### src/spi_status_pkg.sv
package spi_status_pkg;
   // Opcodes
   localparam logic [7:0] STATUS_READ_CMD = 8'h05;
   localparam logic [7:0] STATUS_READ_FAST_CMD = 8'h09;
   localparam logic [7:0] STATUS_WRITE_CMD = 8'h01;
   localparam logic [7:0] WRITE_LATCH_SET_CMD = 8'h06;
   localparam logic [7:0] WRITE_LATCH_CLEAR_CMD = 8'h04;
   localparam logic [7:0] ARRAY_READ_CMD = 8'h03;
   localparam logic [7:0] ARRAY_READ_FAST_CMD = 8'h0b;
   localparam logic [7:0] ARRAY_WRITE_CMD = 8'h02;
   localparam logic [7:0] CLOCK_REGS_READ_CMD = 8'h13;
   localparam logic [7:0] CLOCK_REGS_READ_FAST_CMD = 8'h1d;
   localparam logic [7:0] CLOCK_REGS_WRITE_CMD = 8'h12;
   localparam logic [7:0] SAVE_CMD = 8'h3c;
   localparam logic [7:0] RESTORE_CMD = 8'h60;
   localparam logic [7:0] AUTO_SAVE_ON_CMD = 8'h59;
   localparam logic [7:0] AUTO_SAVE_OFF_CMD = 8'h19;
   localparam logic [7:0] SLEEP_CMD = 8'hb9;
   localparam logic [7:0] SERIAL_ID_WRITE_CMD = 8'hc2;
   localparam logic [7:0] SERIAL_ID_READ_CMD = 8'hc3;
   localparam logic [7:0] SERIAL_ID_READ_FAST_CMD = 8'hc9;
   localparam logic [7:0] PART_ID_READ_CMD = 8'h9f;
   localparam logic [7:0] PART_ID_READ_FAST_CMD = 8'h99;
   localparam logic [7:0] RESERVED_CMD = 8'h1e;
   // Status field positions
   localparam int BUSY_BIT = 0;
   localparam int WRITE_LATCH_BIT = 1;
   localparam int BLOCK_GUARD_LO_BIT = 2;
   localparam int BLOCK_GUARD_HI_BIT = 3;
   localparam int SERIAL_ID_LOCK_BIT = 6;
   localparam int PROTECT_PIN_ENABLE_BIT = 7;
   localparam logic [7:0] STATUS_RESET = 8'h00;
   localparam logic [7:0] STATUS_WRITE_MASK = 8'h8c;
   // Block guard address bounds
   localparam logic [16:0] GUARD_QUARTER_BASE = 17'h18000;
   localparam logic [16:0] GUARD_HALF_BASE = 17'h10000;
   // Standby entry delay
   localparam int STANDBY_ENTRY_DELAY_NS = 100;
   localparam int CLK_PERIOD_NS = 10;
   localparam int STANDBY_CYCLES = (STANDBY_ENTRY_DELAY_NS + CLK_PERIOD_NS - 1) / CLK_PERIOD_NS;

   typedef enum logic [2:0] {
      ST_IDLE = 3'b000,
      ST_OPCODE = 3'b001,
      ST_DUMMY = 3'b011,
      ST_SEND = 3'b010,
      ST_DATA_IN = 3'b110,
      ST_IGNORE = 3'b111
   } frame_state_t;

   typedef struct packed {
      logic sel_n;
      logic sck;
      logic mosi;
   } spi_in_t;

   typedef struct packed {
      logic save_start;
      logic restore_start;
      logic auto_save_on;
      logic auto_save_off;
      logic sleep_start;
      logic serial_id_write_ok;
      logic array_cmd;
      logic clock_regs_cmd;
      logic id_read_cmd;
   } cmd_events_t;
endpackage

### src/spi_nvsram_command_status.sv
`timescale 1ns/1ps
// Notes on behaviour
// - Active while selected; standby after delay, busy done
// - Eight-bit opcode shifted MSB first per frame
// - Status read, fast read, write opcodes
// - Latch set and latch clear opcodes
// - Array read, fast read, write opcodes
// - Clock register read, fast read, write opcodes
// - Save, restore, auto-save on/off opcodes
// - Sleep, serial id write, read opcodes
// - Fast serial, part id reads; 0x1e reserved
// - Status layout: pin-enable, lock, guards, latch, busy
// - Busy bit read-only, high during save/restore
// - Status write changes only pin-enable and guards
// - Status bits reset to zero
// - Bits 4 and 5 always read zero
// - Write latch cleared at power-up
// - Serial id writes allowed until locked
// - Serial id lock set once, cleared only by reset
// - Normal status read: opcode then data
// - Fast status read: opcode, dummy byte, data
// - Invalid opcode ignored until next select
// - Guard bits select protected array range
// - Pin-enable with pin low blocks status write
// - Write or special command clears latch
module spi_nvsram_command_status
   import spi_status_pkg::*;
#(
   parameter int STANDBY_DELAY_CYCLES = STANDBY_CYCLES
) (
   input wire logic clk_sys,
   input wire logic rst,
   input wire spi_status_pkg::spi_in_t spi_in,
   input wire logic write_protect_n,
   input wire logic nv_busy,
   input wire logic serial_id_lock_set,
   input wire logic [16:0] array_addr,
   output logic miso_o,
   output logic miso_oe,
   output logic active_power,
   output logic [7:0] status_out,
   output logic addr_guarded,
   output spi_status_pkg::cmd_events_t cmd_events
);
   import spi_status_pkg::*;

   logic [2:0] sel_sync_reg, sck_sync_reg;
   logic [1:0] mosi_sync_reg;
   logic sel_n, sck, mosi;
   logic sck_rise, sck_fall, frame_start, frame_end;
   frame_state_t state_reg;
   logic [7:0] shift_reg, opcode_reg, tx_reg;
   logic [2:0] bit_cnt_reg;
   logic [1:0] guards_pin_reg;
   logic protect_pin_enable_reg, lock_reg, latch_reg;
   logic [7:0] status_word;
   logic [$clog2(STANDBY_DELAY_CYCLES + 1)-1:0] standby_cnt_reg;
   logic [1:0] wp_sync_reg;

   // Select and clock take three stages: first two synchronise, third only for edge finding; data and protect pin take two
   always_ff @(posedge clk_sys) begin
      sel_sync_reg <= {sel_sync_reg[1:0], spi_in.sel_n};
      sck_sync_reg <= {sck_sync_reg[1:0], spi_in.sck};
      mosi_sync_reg <= {mosi_sync_reg[0], spi_in.mosi};
      // Protect pin is asynchronous too
      wp_sync_reg <= {wp_sync_reg[0], write_protect_n};
   end
   assign sel_n = sel_sync_reg[1];
   assign sck = sck_sync_reg[1];
   assign mosi = mosi_sync_reg[1];
   assign frame_start = sel_sync_reg[2] & ~sel_n;
   assign frame_end = ~sel_sync_reg[2] & sel_n;
   assign sck_rise = sck & ~sck_sync_reg[2] & ~sel_n;
   assign sck_fall = ~sck & sck_sync_reg[2] & ~sel_n;

   assign status_word = {protect_pin_enable_reg, lock_reg, 2'b00, guards_pin_reg[1:0], latch_reg, nv_busy};
   assign status_out = status_word;

   wire [7:0] rx_byte = {shift_reg[6:0], mosi};
   wire byte_done = sck_rise & (bit_cnt_reg == 3'd7);
   wire is_status_read = rx_byte == STATUS_READ_CMD;
   wire is_status_read_fast = rx_byte == STATUS_READ_FAST_CMD;
   wire is_latch_write = rx_byte == STATUS_WRITE_CMD || rx_byte == ARRAY_WRITE_CMD
      || rx_byte == CLOCK_REGS_WRITE_CMD || rx_byte == SERIAL_ID_WRITE_CMD;
   wire is_special = rx_byte == SAVE_CMD || rx_byte == RESTORE_CMD
      || rx_byte == AUTO_SAVE_ON_CMD || rx_byte == AUTO_SAVE_OFF_CMD;
   wire is_other_read = rx_byte == ARRAY_READ_CMD || rx_byte == ARRAY_READ_FAST_CMD
      || rx_byte == CLOCK_REGS_READ_CMD || rx_byte == CLOCK_REGS_READ_FAST_CMD
      || rx_byte == SERIAL_ID_READ_CMD || rx_byte == SERIAL_ID_READ_FAST_CMD
      || rx_byte == PART_ID_READ_CMD || rx_byte == PART_ID_READ_FAST_CMD
      || rx_byte == SLEEP_CMD || rx_byte == WRITE_LATCH_SET_CMD
      || rx_byte == WRITE_LATCH_CLEAR_CMD;
   // reserved and unknown codes fall through to ignore
   wire opcode_valid = is_status_read | is_status_read_fast | is_latch_write
      | is_special | is_other_read;
   // Write-class opcodes need the latch; without it the frame is ignored
   wire opcode_allowed = opcode_valid & (latch_reg | ~(is_latch_write | is_special));
   // pin-enable with pin low blocks status write
   wire status_write_blocked = protect_pin_enable_reg & ~wp_sync_reg[1];
   // A cut frame leaves the last opcode stale
   wire opcode_seen = state_reg != ST_IDLE && state_reg != ST_OPCODE;
   wire status_write_done = state_reg == ST_DATA_IN && byte_done
      && opcode_reg == STATUS_WRITE_CMD;

   always_ff @(posedge clk_sys) begin
      if (rst || frame_start) begin
         bit_cnt_reg <= 3'd0;
         shift_reg <= 8'h00;
      end else if (sck_rise) begin
         bit_cnt_reg <= bit_cnt_reg + 3'd1;
         shift_reg <= rx_byte;
      end
   end

   always_ff @(posedge clk_sys) begin
      if (rst) begin
         state_reg <= ST_IDLE;
         opcode_reg <= 8'h00;
      end else if (sel_n) begin
         state_reg <= ST_IDLE;
      end else if (frame_start) begin
         state_reg <= ST_OPCODE;
      end else if (byte_done) begin
         case (state_reg)
            ST_OPCODE: begin
               opcode_reg <= rx_byte;
               if (!opcode_allowed)
                  state_reg <= ST_IGNORE;
               else if (is_status_read)
                  state_reg <= ST_SEND;
               else if (is_status_read_fast)
                  state_reg <= ST_DUMMY;
               else if (rx_byte == STATUS_WRITE_CMD)
                  state_reg <= ST_DATA_IN;
               else
                  state_reg <= ST_IGNORE;
            end
            ST_DUMMY: state_reg <= ST_SEND;
            ST_DATA_IN: state_reg <= ST_IGNORE;
            ST_SEND: state_reg <= ST_SEND;
            ST_IGNORE: state_reg <= ST_IGNORE;
            default: state_reg <= ST_IDLE;
         endcase
      end
   end

   // status out MSB first on falling edges
   always_ff @(posedge clk_sys) begin
      if (rst) begin
         tx_reg <= 8'h00;
         miso_o <= 1'b0;
      end else if (state_reg != ST_SEND) begin
         tx_reg <= status_word;
         miso_o <= 1'b0;
      end else if (sck_fall) begin
         miso_o <= tx_reg[7];
         tx_reg <= {tx_reg[6:0], tx_reg[7]};
      end
   end
   // output stays off outside a status read
   assign miso_oe = state_reg == ST_SEND;

   // only pin-enable and guards take written data
   always_ff @(posedge clk_sys) begin
      if (rst) begin
         protect_pin_enable_reg <= STATUS_RESET[PROTECT_PIN_ENABLE_BIT];
         guards_pin_reg <= 2'b00;
      end else if (status_write_done && !status_write_blocked) begin
         protect_pin_enable_reg <= rx_byte[PROTECT_PIN_ENABLE_BIT];
         guards_pin_reg[1:0] <= {rx_byte[BLOCK_GUARD_HI_BIT], rx_byte[BLOCK_GUARD_LO_BIT]};
      end
   end

   // serial id writes gated by lock
   always_ff @(posedge clk_sys) begin
      if (rst)
         lock_reg <= STATUS_RESET[SERIAL_ID_LOCK_BIT];
      else if (serial_id_lock_set)
         lock_reg <= 1'b1;
   end

   // completed write or special clears latch
   always_ff @(posedge clk_sys) begin
      if (rst)
         latch_reg <= STATUS_RESET[WRITE_LATCH_BIT];
      else if (frame_end && opcode_reg == WRITE_LATCH_SET_CMD && opcode_seen)
         latch_reg <= 1'b1;
      else if (frame_end && opcode_seen
               && (opcode_reg == WRITE_LATCH_CLEAR_CMD || opcode_reg == STATUS_WRITE_CMD
                   || opcode_reg == ARRAY_WRITE_CMD || opcode_reg == CLOCK_REGS_WRITE_CMD
                   || opcode_reg == SERIAL_ID_WRITE_CMD || opcode_reg == SAVE_CMD
                   || opcode_reg == RESTORE_CMD || opcode_reg == AUTO_SAVE_ON_CMD
                   || opcode_reg == AUTO_SAVE_OFF_CMD))
         latch_reg <= 1'b0;
   end

   wire op_ok = state_reg == ST_OPCODE && byte_done && opcode_allowed;
   always_ff @(posedge clk_sys) begin
      if (rst) begin
         cmd_events <= '0;
      end else begin
         cmd_events.save_start <= op_ok && rx_byte == SAVE_CMD;
         cmd_events.restore_start <= op_ok && rx_byte == RESTORE_CMD;
         cmd_events.auto_save_on <= op_ok && rx_byte == AUTO_SAVE_ON_CMD;
         cmd_events.auto_save_off <= op_ok && rx_byte == AUTO_SAVE_OFF_CMD;
         cmd_events.sleep_start <= op_ok && rx_byte == SLEEP_CMD;
         cmd_events.serial_id_write_ok <= op_ok && rx_byte == SERIAL_ID_WRITE_CMD && !lock_reg;
         cmd_events.array_cmd <= op_ok && (rx_byte == ARRAY_READ_CMD
            || rx_byte == ARRAY_READ_FAST_CMD || rx_byte == ARRAY_WRITE_CMD);
         cmd_events.clock_regs_cmd <= op_ok && (rx_byte == CLOCK_REGS_READ_CMD
            || rx_byte == CLOCK_REGS_READ_FAST_CMD || rx_byte == CLOCK_REGS_WRITE_CMD);
         cmd_events.id_read_cmd <= op_ok && (rx_byte == PART_ID_READ_CMD
            || rx_byte == PART_ID_READ_FAST_CMD || rx_byte == SERIAL_ID_READ_CMD
            || rx_byte == SERIAL_ID_READ_FAST_CMD);
      end
   end

   always_ff @(posedge clk_sys) begin
      if (rst)
         addr_guarded <= 1'b0;
      else
         case (guards_pin_reg[1:0])
            2'b01: addr_guarded <= array_addr >= GUARD_QUARTER_BASE;
            2'b10: addr_guarded <= array_addr >= GUARD_HALF_BASE;
            2'b11: addr_guarded <= 1'b1;
            default: addr_guarded <= 1'b0;
         endcase
   end

   // standby only after delay and busy clear
   always_ff @(posedge clk_sys) begin
      if (rst) begin
         standby_cnt_reg <= '0;
         active_power <= 1'b0;
      end else if (!sel_n) begin
         standby_cnt_reg <= '0;
         active_power <= 1'b1;
      end else if (active_power) begin
         if (standby_cnt_reg < STANDBY_DELAY_CYCLES[$bits(standby_cnt_reg)-1:0])
            standby_cnt_reg <= standby_cnt_reg + 1'b1;
         else if (!nv_busy)
            active_power <= 1'b0;
      end
   end

   a_busy_keeps_active: assert property (@(posedge clk_sys) disable iff (rst)
      active_power && nv_busy |=> active_power)
      else $error("standby entered while busy");
   a_reserved_bits_zero: assert property (@(posedge clk_sys) disable iff (rst)
      status_out[5:4] == 2'b00)
      else $error("reserved status bits nonzero");
   a_lock_sticky: assert property (@(posedge clk_sys) disable iff (rst)
      $past(lock_reg) |-> lock_reg)
      else $error("serial id lock cleared");
   a_blocked_write: assert property (@(posedge clk_sys) disable iff (rst)
      status_write_done && status_write_blocked |=> $stable(guards_pin_reg) && $stable(protect_pin_enable_reg))
      else $error("status write not blocked");
   a_busy_bit: assert property (@(posedge clk_sys) disable iff (rst)
      $rose(miso_oe) |-> tx_reg[BUSY_BIT] == $past(nv_busy))
      else $error("busy bit wrong");
   a_ignore_quiet: assert property (@(posedge clk_sys) disable iff (rst)
      state_reg == ST_IGNORE && !sel_n |=> !miso_oe)
      else $error("output driven in ignore");
   a_fast_dummy: assert property (@(posedge clk_sys) disable iff (rst)
      state_reg == ST_OPCODE && byte_done && opcode_allowed && is_status_read_fast
      |=> state_reg == ST_DUMMY)
      else $error("fast read skipped dummy");
   // latch cleared after status write frame
   a_latch_cleared: assert property (@(posedge clk_sys) disable iff (rst)
      frame_end && opcode_seen && opcode_reg == STATUS_WRITE_CMD |=> !latch_reg)
      else $error("latch not cleared");
   a_latch_set: assert property (@(posedge clk_sys) disable iff (rst)
      frame_end && state_reg == ST_IGNORE && opcode_reg == WRITE_LATCH_SET_CMD |=> latch_reg)
      else $error("latch not set");
   a_plain_read_send: assert property (@(posedge clk_sys) disable iff (rst)
      state_reg == ST_OPCODE && byte_done && is_status_read |=> state_reg == ST_SEND && miso_oe)
      else $error("plain read not sending");
endmodule

### config.mk
export PLATFORM = sky130hd
export DESIGN_NAME = spi_nvsram_command_status
export DESIGN_NICKNAME = d
export VERILOG_FILES = /design/src/spi_status_pkg.sv /design/src/spi_nvsram_command_status.sv
export SDC_FILE = /design/constraint.sdc
export NUM_CORES = 1
export LEC_CHECK = 0
export BUFFER_PORTS_ARGS = -buffer_cell sky130_fd_sc_hd__clkbuf_2
export CORE_AREA = 2 2 80 101
export CTS_BUF_LIST = sky130_fd_sc_hd__clkbuf_8
export DETAILED_ROUTE_END_ITERATION = 10
export DIE_AREA = 0 0 82 103
export PLACE_DENSITY = 0.64
export SYNTH_ARGS = -nofsm -noshare
export SYNTH_HDL_FRONTEND = slang
export SYNTH_SLANG_ARGS = --single-unit
### constraint.sdc
create_clock -name clk_sys -period 1.75 [get_ports clk_sys]
set_input_delay 0.0875 -clock clk_sys [delete_from_list [all_inputs] [get_ports clk_sys]]
set_output_delay 0.0875 -clock clk_sys [all_outputs]
set_load 0.01 [all_outputs]
# == Word-level counts from Yosys, hierarchy flattened ==
# Cells that the tools add are included.
# word_totals
reg_bits,60
in_bits,25
out_inout_bits,21
word_cells,178
# op_classes
n_addsub,2
n_lt_le_gt_ge,3
eq_ne,42
mux,16
bitwise_logic,22
reduce_logical,65
# op_table
operator,count
8-bit == test (second input constant),7
8-bit by 5-bit == test with 1-bit output (second input constant),6
8-bit by 3-bit == test with 1-bit output (second input constant),5
17-bit >= comparator (second input constant),2
8-bit by 7-bit == test with 1-bit output (second input constant),4
1-bit logical OR,31
8-bit by 2-bit == test with 1-bit output (second input constant),3
1-bit logical AND,20
8-bit by 1-bit == test with 1-bit output (second input constant),2
8-bit by 4-bit == test with 1-bit output (second input constant),2
8-bit by 6-bit == test with 1-bit output (second input constant),2
8-bit 2-to-1 mux,2
2-bit OR reduction,5
1-bit AND,9
3-bit == test (second input constant),3
1-bit 2-to-1 mux,9
3-bit 2-to-1 mux,3
3-bit case mux with 3 select lines,1
1-bit NOT,7
3-bit by 2-bit == test with 1-bit output (second input constant),2
1-bit bitwise OR,6
2-bit nonzero test,3
4-bit by 1-bit adder with 4-bit output (second input constant),1
2-bit == test (second input constant),2
other kinds (12),13

# == Longest topological paths before layout ==
# Gate-level depths: netlist (run 1).
# depth
ltp_word,17
mapped_depth,7
mapped_depth_nobuf,7

# == Worst setup path before layout (run 1) ==
# Ideal clock, no wire load.
# synth_timing
kind,register -> register
startpoint,reg bit_cnt_reg[0]
endpoint,reg opcode_reg[0]
setup_time_ps,128
t_arrival_ps,1813
required_ps,1622
slack_ps,-191
path_stages_with_launch,8
n_path_buf,0
period_less_slack_ps,1941
cell_sequence,dfxtp_1 > ha_1 > ha_1 > nor4bb_1 > and3_1 > nand2_1 > mux2i_1 > nor2_1
# synth_via
elab_chain_len,3
# synth_lines
item,line_no,source
from (decl),spi_nvsram_command_status.sv:53,logic [2:0] bit_cnt_reg;
from (signal assigned),spi_nvsram_command_status.sv:110,bit_cnt_reg <= bit_cnt_reg + 3'd1;
3-bit == test,spi_nvsram_command_status.sv:80,wire byte_done = sck_rise & (bit_cnt_reg == 3'd7);
1-bit AND,spi_nvsram_command_status.sv:80,
4-bit AND reduction (no line),-,
to (signal assigned),spi_nvsram_command_status.sv:126,opcode_reg <= rx_byte;
to (decl),spi_nvsram_command_status.sv:52,"logic [7:0] shift_reg, opcode_reg, tx_reg;"
# No other way between the ends.
# A chain may end at the register's enable or synchronous reset.

# == Worst setup path after layout (run 1) ==
# layout_timing
startpoint,reg shift_reg[5]
endpoint,reg cmd_events[1] in the netlist's numbering
# layout_via
elab_chain_len,15
word_cells_on_any_way,49
classes_between,eq/ne (21); bitwise (8); reduce/logical (20)
# layout_lines
item,line_no,source
from (decl),spi_nvsram_command_status.sv:52,
from (signal assigned),spi_nvsram_command_status.sv:111,shift_reg <= rx_byte;
8-bit by 2-bit == test with 1-bit output or 8-bit by 4-bit == test with 1-bit output (tied branches),spi_nvsram_command_status.sv:87,wire is_other_read = rx_byte == ARRAY_READ_CMD || rx_byte == ARRAY_READ_FAST_CMD
1-bit logical OR,spi_nvsram_command_status.sv:87,
1-bit logical OR (2 in series),spi_nvsram_command_status.sv:88,|| rx_byte == CLOCK_REGS_READ_CMD || rx_byte == CLOCK_REGS_READ_FAST_CMD
1-bit logical OR (2 in series),spi_nvsram_command_status.sv:89,|| rx_byte == SERIAL_ID_READ_CMD || rx_byte == SERIAL_ID_READ_FAST_CMD
1-bit logical OR (2 in series),spi_nvsram_command_status.sv:90,|| rx_byte == PART_ID_READ_CMD || rx_byte == PART_ID_READ_FAST_CMD
1-bit logical OR (2 in series),spi_nvsram_command_status.sv:91,|| rx_byte == SLEEP_CMD || rx_byte == WRITE_LATCH_SET_CMD
1-bit logical OR,spi_nvsram_command_status.sv:92,|| rx_byte == WRITE_LATCH_CLEAR_CMD;
1-bit bitwise OR,spi_nvsram_command_status.sv:95,| is_special | is_other_read;
1-bit AND,spi_nvsram_command_status.sv:97,wire opcode_allowed = opcode_valid & (latch_reg | ~(is_latch_write | is_special));
1-bit logical AND,spi_nvsram_command_status.sv:197,wire op_ok = state_reg == ST_OPCODE && byte_done && opcode_allowed;
1-bit logical AND (*),spi_nvsram_command_status.sv:210,cmd_events.clock_regs_cmd <= op_ok && (rx_byte == CLOCK_REGS_READ_CMD
to (decl),spi_nvsram_command_status.sv:43,output spi_status_pkg::cmd_events_t cmd_events
# Every way passes the cells marked *; elsewhere a longest branch is shown, timed or not.

==> impl_metrics.toml, run 1 <==
[run_status]
status = "complete, but fails checks"
violations = "setup timing"

[synthesis]
netlist_top_cells_area = "dfxtp_1, mux2i_1, nor2_1, a211oi_1, nand2b_1"
yosysTopAreaCell = "dfxtp_1"
synth_commonest_cells = "dfxtp_1, nor2_1, mux2i_1, nand2_1, a211oi_1"
synth.most_common_cell = "dfxtp_1"
synth-seq-area-share = 0.442
synth_edf_count = 0
netlist_area_um2 = 2720
synth-seq-cells = 60
yosysTopAreaCellShare = 0.442
ys_types = 54
ys_warn_count = 0
postSynthCellCount = 293
ys.flop_type = "dfxtp_1"
syn_avg_cell_area_um2 = 9.27
async_flop_share = 0

[worst_setup_path]
worst-setup-path-type = "register to register"
rr_worst_depth = 5
cp-end-kind = "register"
worst_r2r_startpoint = "shift_reg[5]"
worstReg2RegEnd = "cmd_events[1]"
crit_fanout = 5
crit_path_start_kind = "register"
critPathArrivalTime_ns = 2.07
worstPathRequired_ns = 2.00
r2r_slack_ns = -0.07

[timing]
setup_slack_ns = -0.0748
report.final.slew_viol_count = 0
relSlewSlack = 0.569
post-route-min-period_ns = 1.82
rsz0062_at_grt = "true"
tightest_slew_ns = 0.641
skew_ns = 0.00689
fmax_mhz = 548
tns_ns = -0.173
finalCritPeriodShare = 1.04
final-hold-violation-count = 0
setup_viol = 3

[clock_network]
cts-root-buf = "clkbuf_8"
cts.sink_count = 60
cts_tree = "yes"
cts_made_buffers = 9
clock_path_buffers = 2
insertion_delay_ns = 0.34
path_clk_slew_ns = 0.07
htreeDepth = 3

[cells_and_area]
fin_nets = 391
largest_reg_flops = 9
layout-area-overhead-vs-synth_pct = 33.8
drive_gt1_frac = 0.349
ff_latch_area_um2 = 1210
multiInputGateArea_um2 = 1570
fill_cells = 735
insertedDiodeCount = 0

[floorplanning]
die_h_um = 103
core_um2 = 7570
die_w_um = 82
dieArea_um2 = 8450
start_util = 0.359
ioPinCount = 46
fp-row-count = 36

[min_path]
hold_start = "nv_busy"
min_path_cells = 3
whs_endpoint = "active_power"
hold_class = "input port to register"

[drt]
wl_per_cell_um = 14.4
viasPerCell = 5.17
vias = 2387
drt_iter0_drc = 74
drc = 0
first_pass_iters = 4
wirelength_um = 6680
drtAntennaViolNets = 0

[place]
dp_slack_ns = -0.162
port_buffers = 28
gp_congestion = 0.895
dp_hpwl_um = 4580

[power]
p_leak_nw = 1.49
vdd_drop_max_mv = 0.359
powerDensity_nw_per_um2 = 721

[grt]
grt_first_pass_wirelength_um = 11000
grt_pass1_vias = 2357
grt_antenna_before_repair = 0
grt_max_degree = 17
overflow = 0
track_usage = 0.172

[flow_run]
cap_viol_max_count = 0
## worst max path at each step
stage	endpoint	slack, ns	startpoint	cells after the start
after floorplan	cmd_events[1]	-0.03	shift_reg[5]	6
after global placement	cmd_events[1]	-0.20	shift_reg[0]	5
after detailed placement	cmd_events[1]	-0.16	shift_reg[0]	5
after CTS	cmd_events[3]	-0.07	shift_reg[5]	5
after global routing	cmd_events[3]	-0.18	shift_reg[5]	5
final	cmd_events[1]	-0.07	shift_reg[5]	5
## repair_timing
| item | 4_1_cts | 5_1_grt |
|---|---|---|
| gates cloned | 1 | 0 |
| setup buffers | 4 | 1 |
| hold buffers | 5 | 0 |
| hold endpoints to repair | 5 | 0 |
| gates resized for setup | 18 | 20 |
| endpoints found under the setup margin | 19 | 21 |
| pin swaps | 3 | 5 |
## layer usage
metal  wire, um  GRT usage  up-vias
li1           -          -     1185
met1       2930      0.205     1142
met2       3320      0.280       44
met3        228     0.0560       16
met4        191     0.0782        0
met5          0          0        -
## critical path, cell delays in order, from the launching register on
cell and delay [ns]:
dfxtp_2 0.32, or2_4 0.24, or4_4 0.42, o31a_1 0.14, o2111a_2 0.32, a2111oi_4 0.29
## through the flow
stage	utilization	area, um2	power (W)	instances	hold slack, ns
after floorplan	-	2750	0.00155	294	0.115
after global placement	0.424	3210	0.00159	436	0.190
after detailed placement	0.424	3210	0.00160	436	0.191
after CTS	0.466	3530	0.00264	461	0.0225
after global routing	0.480	3630	0.00274	462	0.0431
final	0.480	3630	0.00262	462	0.0298
## cell families after synthesis
| group | synth area share |
|---|---|
| other cells | 0.00138 |
| mux | 0.118 |
| simple gates | 0.228 |
| flops | 0.442 |
| xor+xnor | 0.0161 |
| fa+ha+maj | 0.0138 |
| compound gates | 0.127 |
| buf+inv | 0.0543 |
## layout by cell type (no fill, tap or decap), types with 4 or more instances in the layout
cell type | Yosys | final
dfxtp_1 | 60 | 53
inv_1 | 4 | 4
nand2_1 | 15 | 14
clkbuf_2 | 0 | 28
a211oi_1 | 12 | 11
dlygate4sd3_1 | 0 | 5
clkbuf_8 | 0 | 9
nand3_1 | 6 | 5
dfxtp_2 | 0 | 6
nor2_1 | 46 | 45
nand2b_1 | 11 | 10
nor3_1 | 8 | 7
buf_4 | 6 | 48
mux2i_1 | 32 | 32
## final cells by class
cell class	count	area share
multi-input cells	206	0.431
flip-flops and latches	60	0.334
repair buffers	82	0.155
clock buffers	9	0.0341
well taps	95	0.0327
clock inverters	6	0.00929
inverters	4	0.00516
## power by group
part | total (W) | switching (W) | internal, W
sequential | 0.00142 | 0.0000300 | 0.00139
combinational | 0.000169 | 0.0000886 | 0.0000801
clock | 0.00103 | 0.000540 | 0.000491
Power figures use the tool's default switching activity.
==> inputs of run 2 (changes only) <==
--- a/config.mk
+++ b/config.mk
@@ -10,7 +10,7 @@
 export CTS_BUF_LIST = sky130_fd_sc_hd__clkbuf_8
 export DETAILED_ROUTE_END_ITERATION = 10
 export DIE_AREA = 0 0 82 103
-export PLACE_DENSITY = 0.64
+export PLACE_DENSITY = 0.62
 export SYNTH_ARGS = -nofsm -noshare
 export SYNTH_HDL_FRONTEND = slang
 export SYNTH_SLANG_ARGS = --single-unit
==> constraint.sdc (replaced) <==
create_clock -name clk_sys -period 2.4 [get_ports clk_sys]
set_input_delay 0.12 -clock clk_sys [delete_from_list [all_inputs] [get_ports clk_sys]]
set_output_delay 0.12 -clock clk_sys [all_outputs]
set_load 0.01 [all_outputs]
==> run 2 against run 1 <==
- register-to-register slack better by 0.33 ns
- the flow now finishes without violations
- critical endpoint is now cmd_events[3]
- sequential power fell by 27%
- total power is 18% lower
- worst setup slack better by 0.33 ns
- flip-flop and latch count unchanged
- non-clock buffer count fell by 37
- clock skew about the same
- combinational power decreased by 41%
- first-iteration DRC count grew to 3.1 times the previous value
- design area down 11%
- clock power about the same
- cell count fell by 8.0%
==> impl_metrics.toml, run 2 (synthesis results as in run 1) <==
[floorplanning]
ioPinCount = 46
start_util = 0.359
die_h_um = 103
fp-row-count = 36
dieArea_um2 = 8450
die_w_um = 82
core_um2 = 7570

[min_path]
hold_class = "input port to register"

[clock_network]
cts-root-buf = "clkbuf_8"
cts_made_buffers = 9
insertion_delay_ns = 0.34
htreeDepth = 3
hold_buffers = 5
cts_resized = 0
cts_tree = "yes"
clock_path_buffers = 2
cts_setup_buffers = 0
cts.sink_count = 60
path_clk_slew_ns = 0.07

[power]
vdd_drop_max_mv = 0.277
powerDensity_nw_per_um2 = 667
p_leak_nw = 1.30

[flow_run]
cap_viol_max_count = 0

[cells_and_area]
mostFrequentLayoutCells = "dfxtp_1, nor2_1, mux2i_1, clkbuf_2, nand2_1"
insertedDiodeCount = 0
finish.utilization = 0.425
drive_gt1_frac = 0.191
layout-area-overhead-vs-synth_pct = 18.4
largest_reg_flops = 9
mostFrequentLayoutCell = "dfxtp_1"
fin_nets = 353

[worst_setup_path]
r2r_slack_ns = 0.26
critPathSlowestCell = "or4_4"
crit_fanout = 9
crit_path_start_kind = "register"
cp.depth = 5
critPathArrivalTime_ns = 2.38
worst_path_largest_cell_delay_ns = 0.52
setup.worst_path.end = "cmd_events[3]"
worstReg2RegEnd = "cmd_events[3]"
cp-end-kind = "register"
worst_r2r_startpoint = "shift_reg[6]"
cp_top_family = "compound AO/OA/AOI/OAI gates"
cp_cell_sequence = "or2_1 -> or4_4 -> o31a_1 -> o2111a_1 -> a2111oi_2"
worst-setup-path-type = "register to register"
worstPathRequired_ns = 2.64
rr_worst_depth = 5
crit_start = "shift_reg[6]"
crit_buf_inv = 0

[timing]
relSlewSlack = 0.570
report.final.slew_viol_count = 0
fmax_mhz = 467
post-route-min-period_ns = 2.14
rsz0062_at_grt = "false"
final-hold-violation-count = 0
tightest_slew_ns = 0.645
finalCritPeriodShare = 0.892
setup_viol = 0
tns_ns = 0
skew_ns = 0.00666

[grt]
overflow = 0
track_usage = 0.152
busiest_layer = "met2"
grt_first_pass_wirelength_um = 9890
grtUsageMet3 = 0.0403
grt_pass1_vias = 2096
grt_antenna_before_repair = 0
grt_max_degree = 32
grt_use_met2 = 0.251
grtUsageMet1 = 0.185

[drt]
drtAntennaViolNets = 0
viasPerCell = 5.08
wl_per_cell_um = 13.5
vias = 2157
first_pass_iters = 4
drc = 0
drt_iter0_drc = 231
wirelength_um = 5750

[place]
dp_hpwl_um = 4090
gp_congestion = 0.879
port_buffers = 28

[run_status]
status = "complete, no violations"
run 2: final cells by class:
cell class | count | area [um2]
flip-flops and latches | 60 | 1200
repair buffers | 45 | 280
clock inverters | 6 | 87.6
fillers | 746 | 4350
clock buffers | 10 | 138
inverters | 4 | 15.0
multi-input cells | 205 | 1380
well taps | 95 | 119
run 2: metal layers:
layer	vias up	wire length, um
met4	0	69
li1	1107	-
met3	9	273
met1	980	2590
met5	-	0
met2	61	2820
run 2: per-stage QoR:
| stage | power (W) | cell area, um2 | setup slack [ns] | cells | hold slack (ns) |
|---|---|---|---|---|---|
| after detailed placement | 0.00115 | 2940 | 0.247 | 404 | 0.224 |
| after floorplan | 0.00113 | 2720 | 0.459 | 294 | 0.148 |
| final | 0.00215 | 3220 | 0.258 | 425 | 0.0452 |
| after global placement | 0.00115 | 2940 | 0.283 | 404 | 0.225 |
| after global routing | 0.00223 | 3220 | 0.0435 | 425 | 0.0530 |
| after CTS | 0.00217 | 3220 | 0.238 | 425 | 0.0428 |
run 2: how the worst min path moves through the flow:
stage | cells past startpoint | slack (ns) | startpoint | to
2_1_floorplan | 0 | 0.15 | spi_in[0] | mosi_sync_reg[0]
3_3_place_gp | 1 | 0.23 | spi_in[0] | mosi_sync_reg[0]
3_5_place_dp | 1 | 0.22 | spi_in[1] | sck_sync_reg[0]
4_1_cts | 3 | 0.04 | nv_busy | active_power
5_1_grt | 3 | 0.05 | nv_busy | active_power
6_report | 3 | 0.05 | nv_busy | active_power
run 2: power breakdown:
group | internal (W) | switching, W
Combinational | 0.0000466 | 0.0000531
Clock | 0.000612 | 0.000399
Sequential | 0.00102 | 0.0000208
run 2: worst min-delay path, stage by stage:
cell	delay [ns]
clkbuf_2	0.10
nand2_1	0.05
a31oi_1	0.07
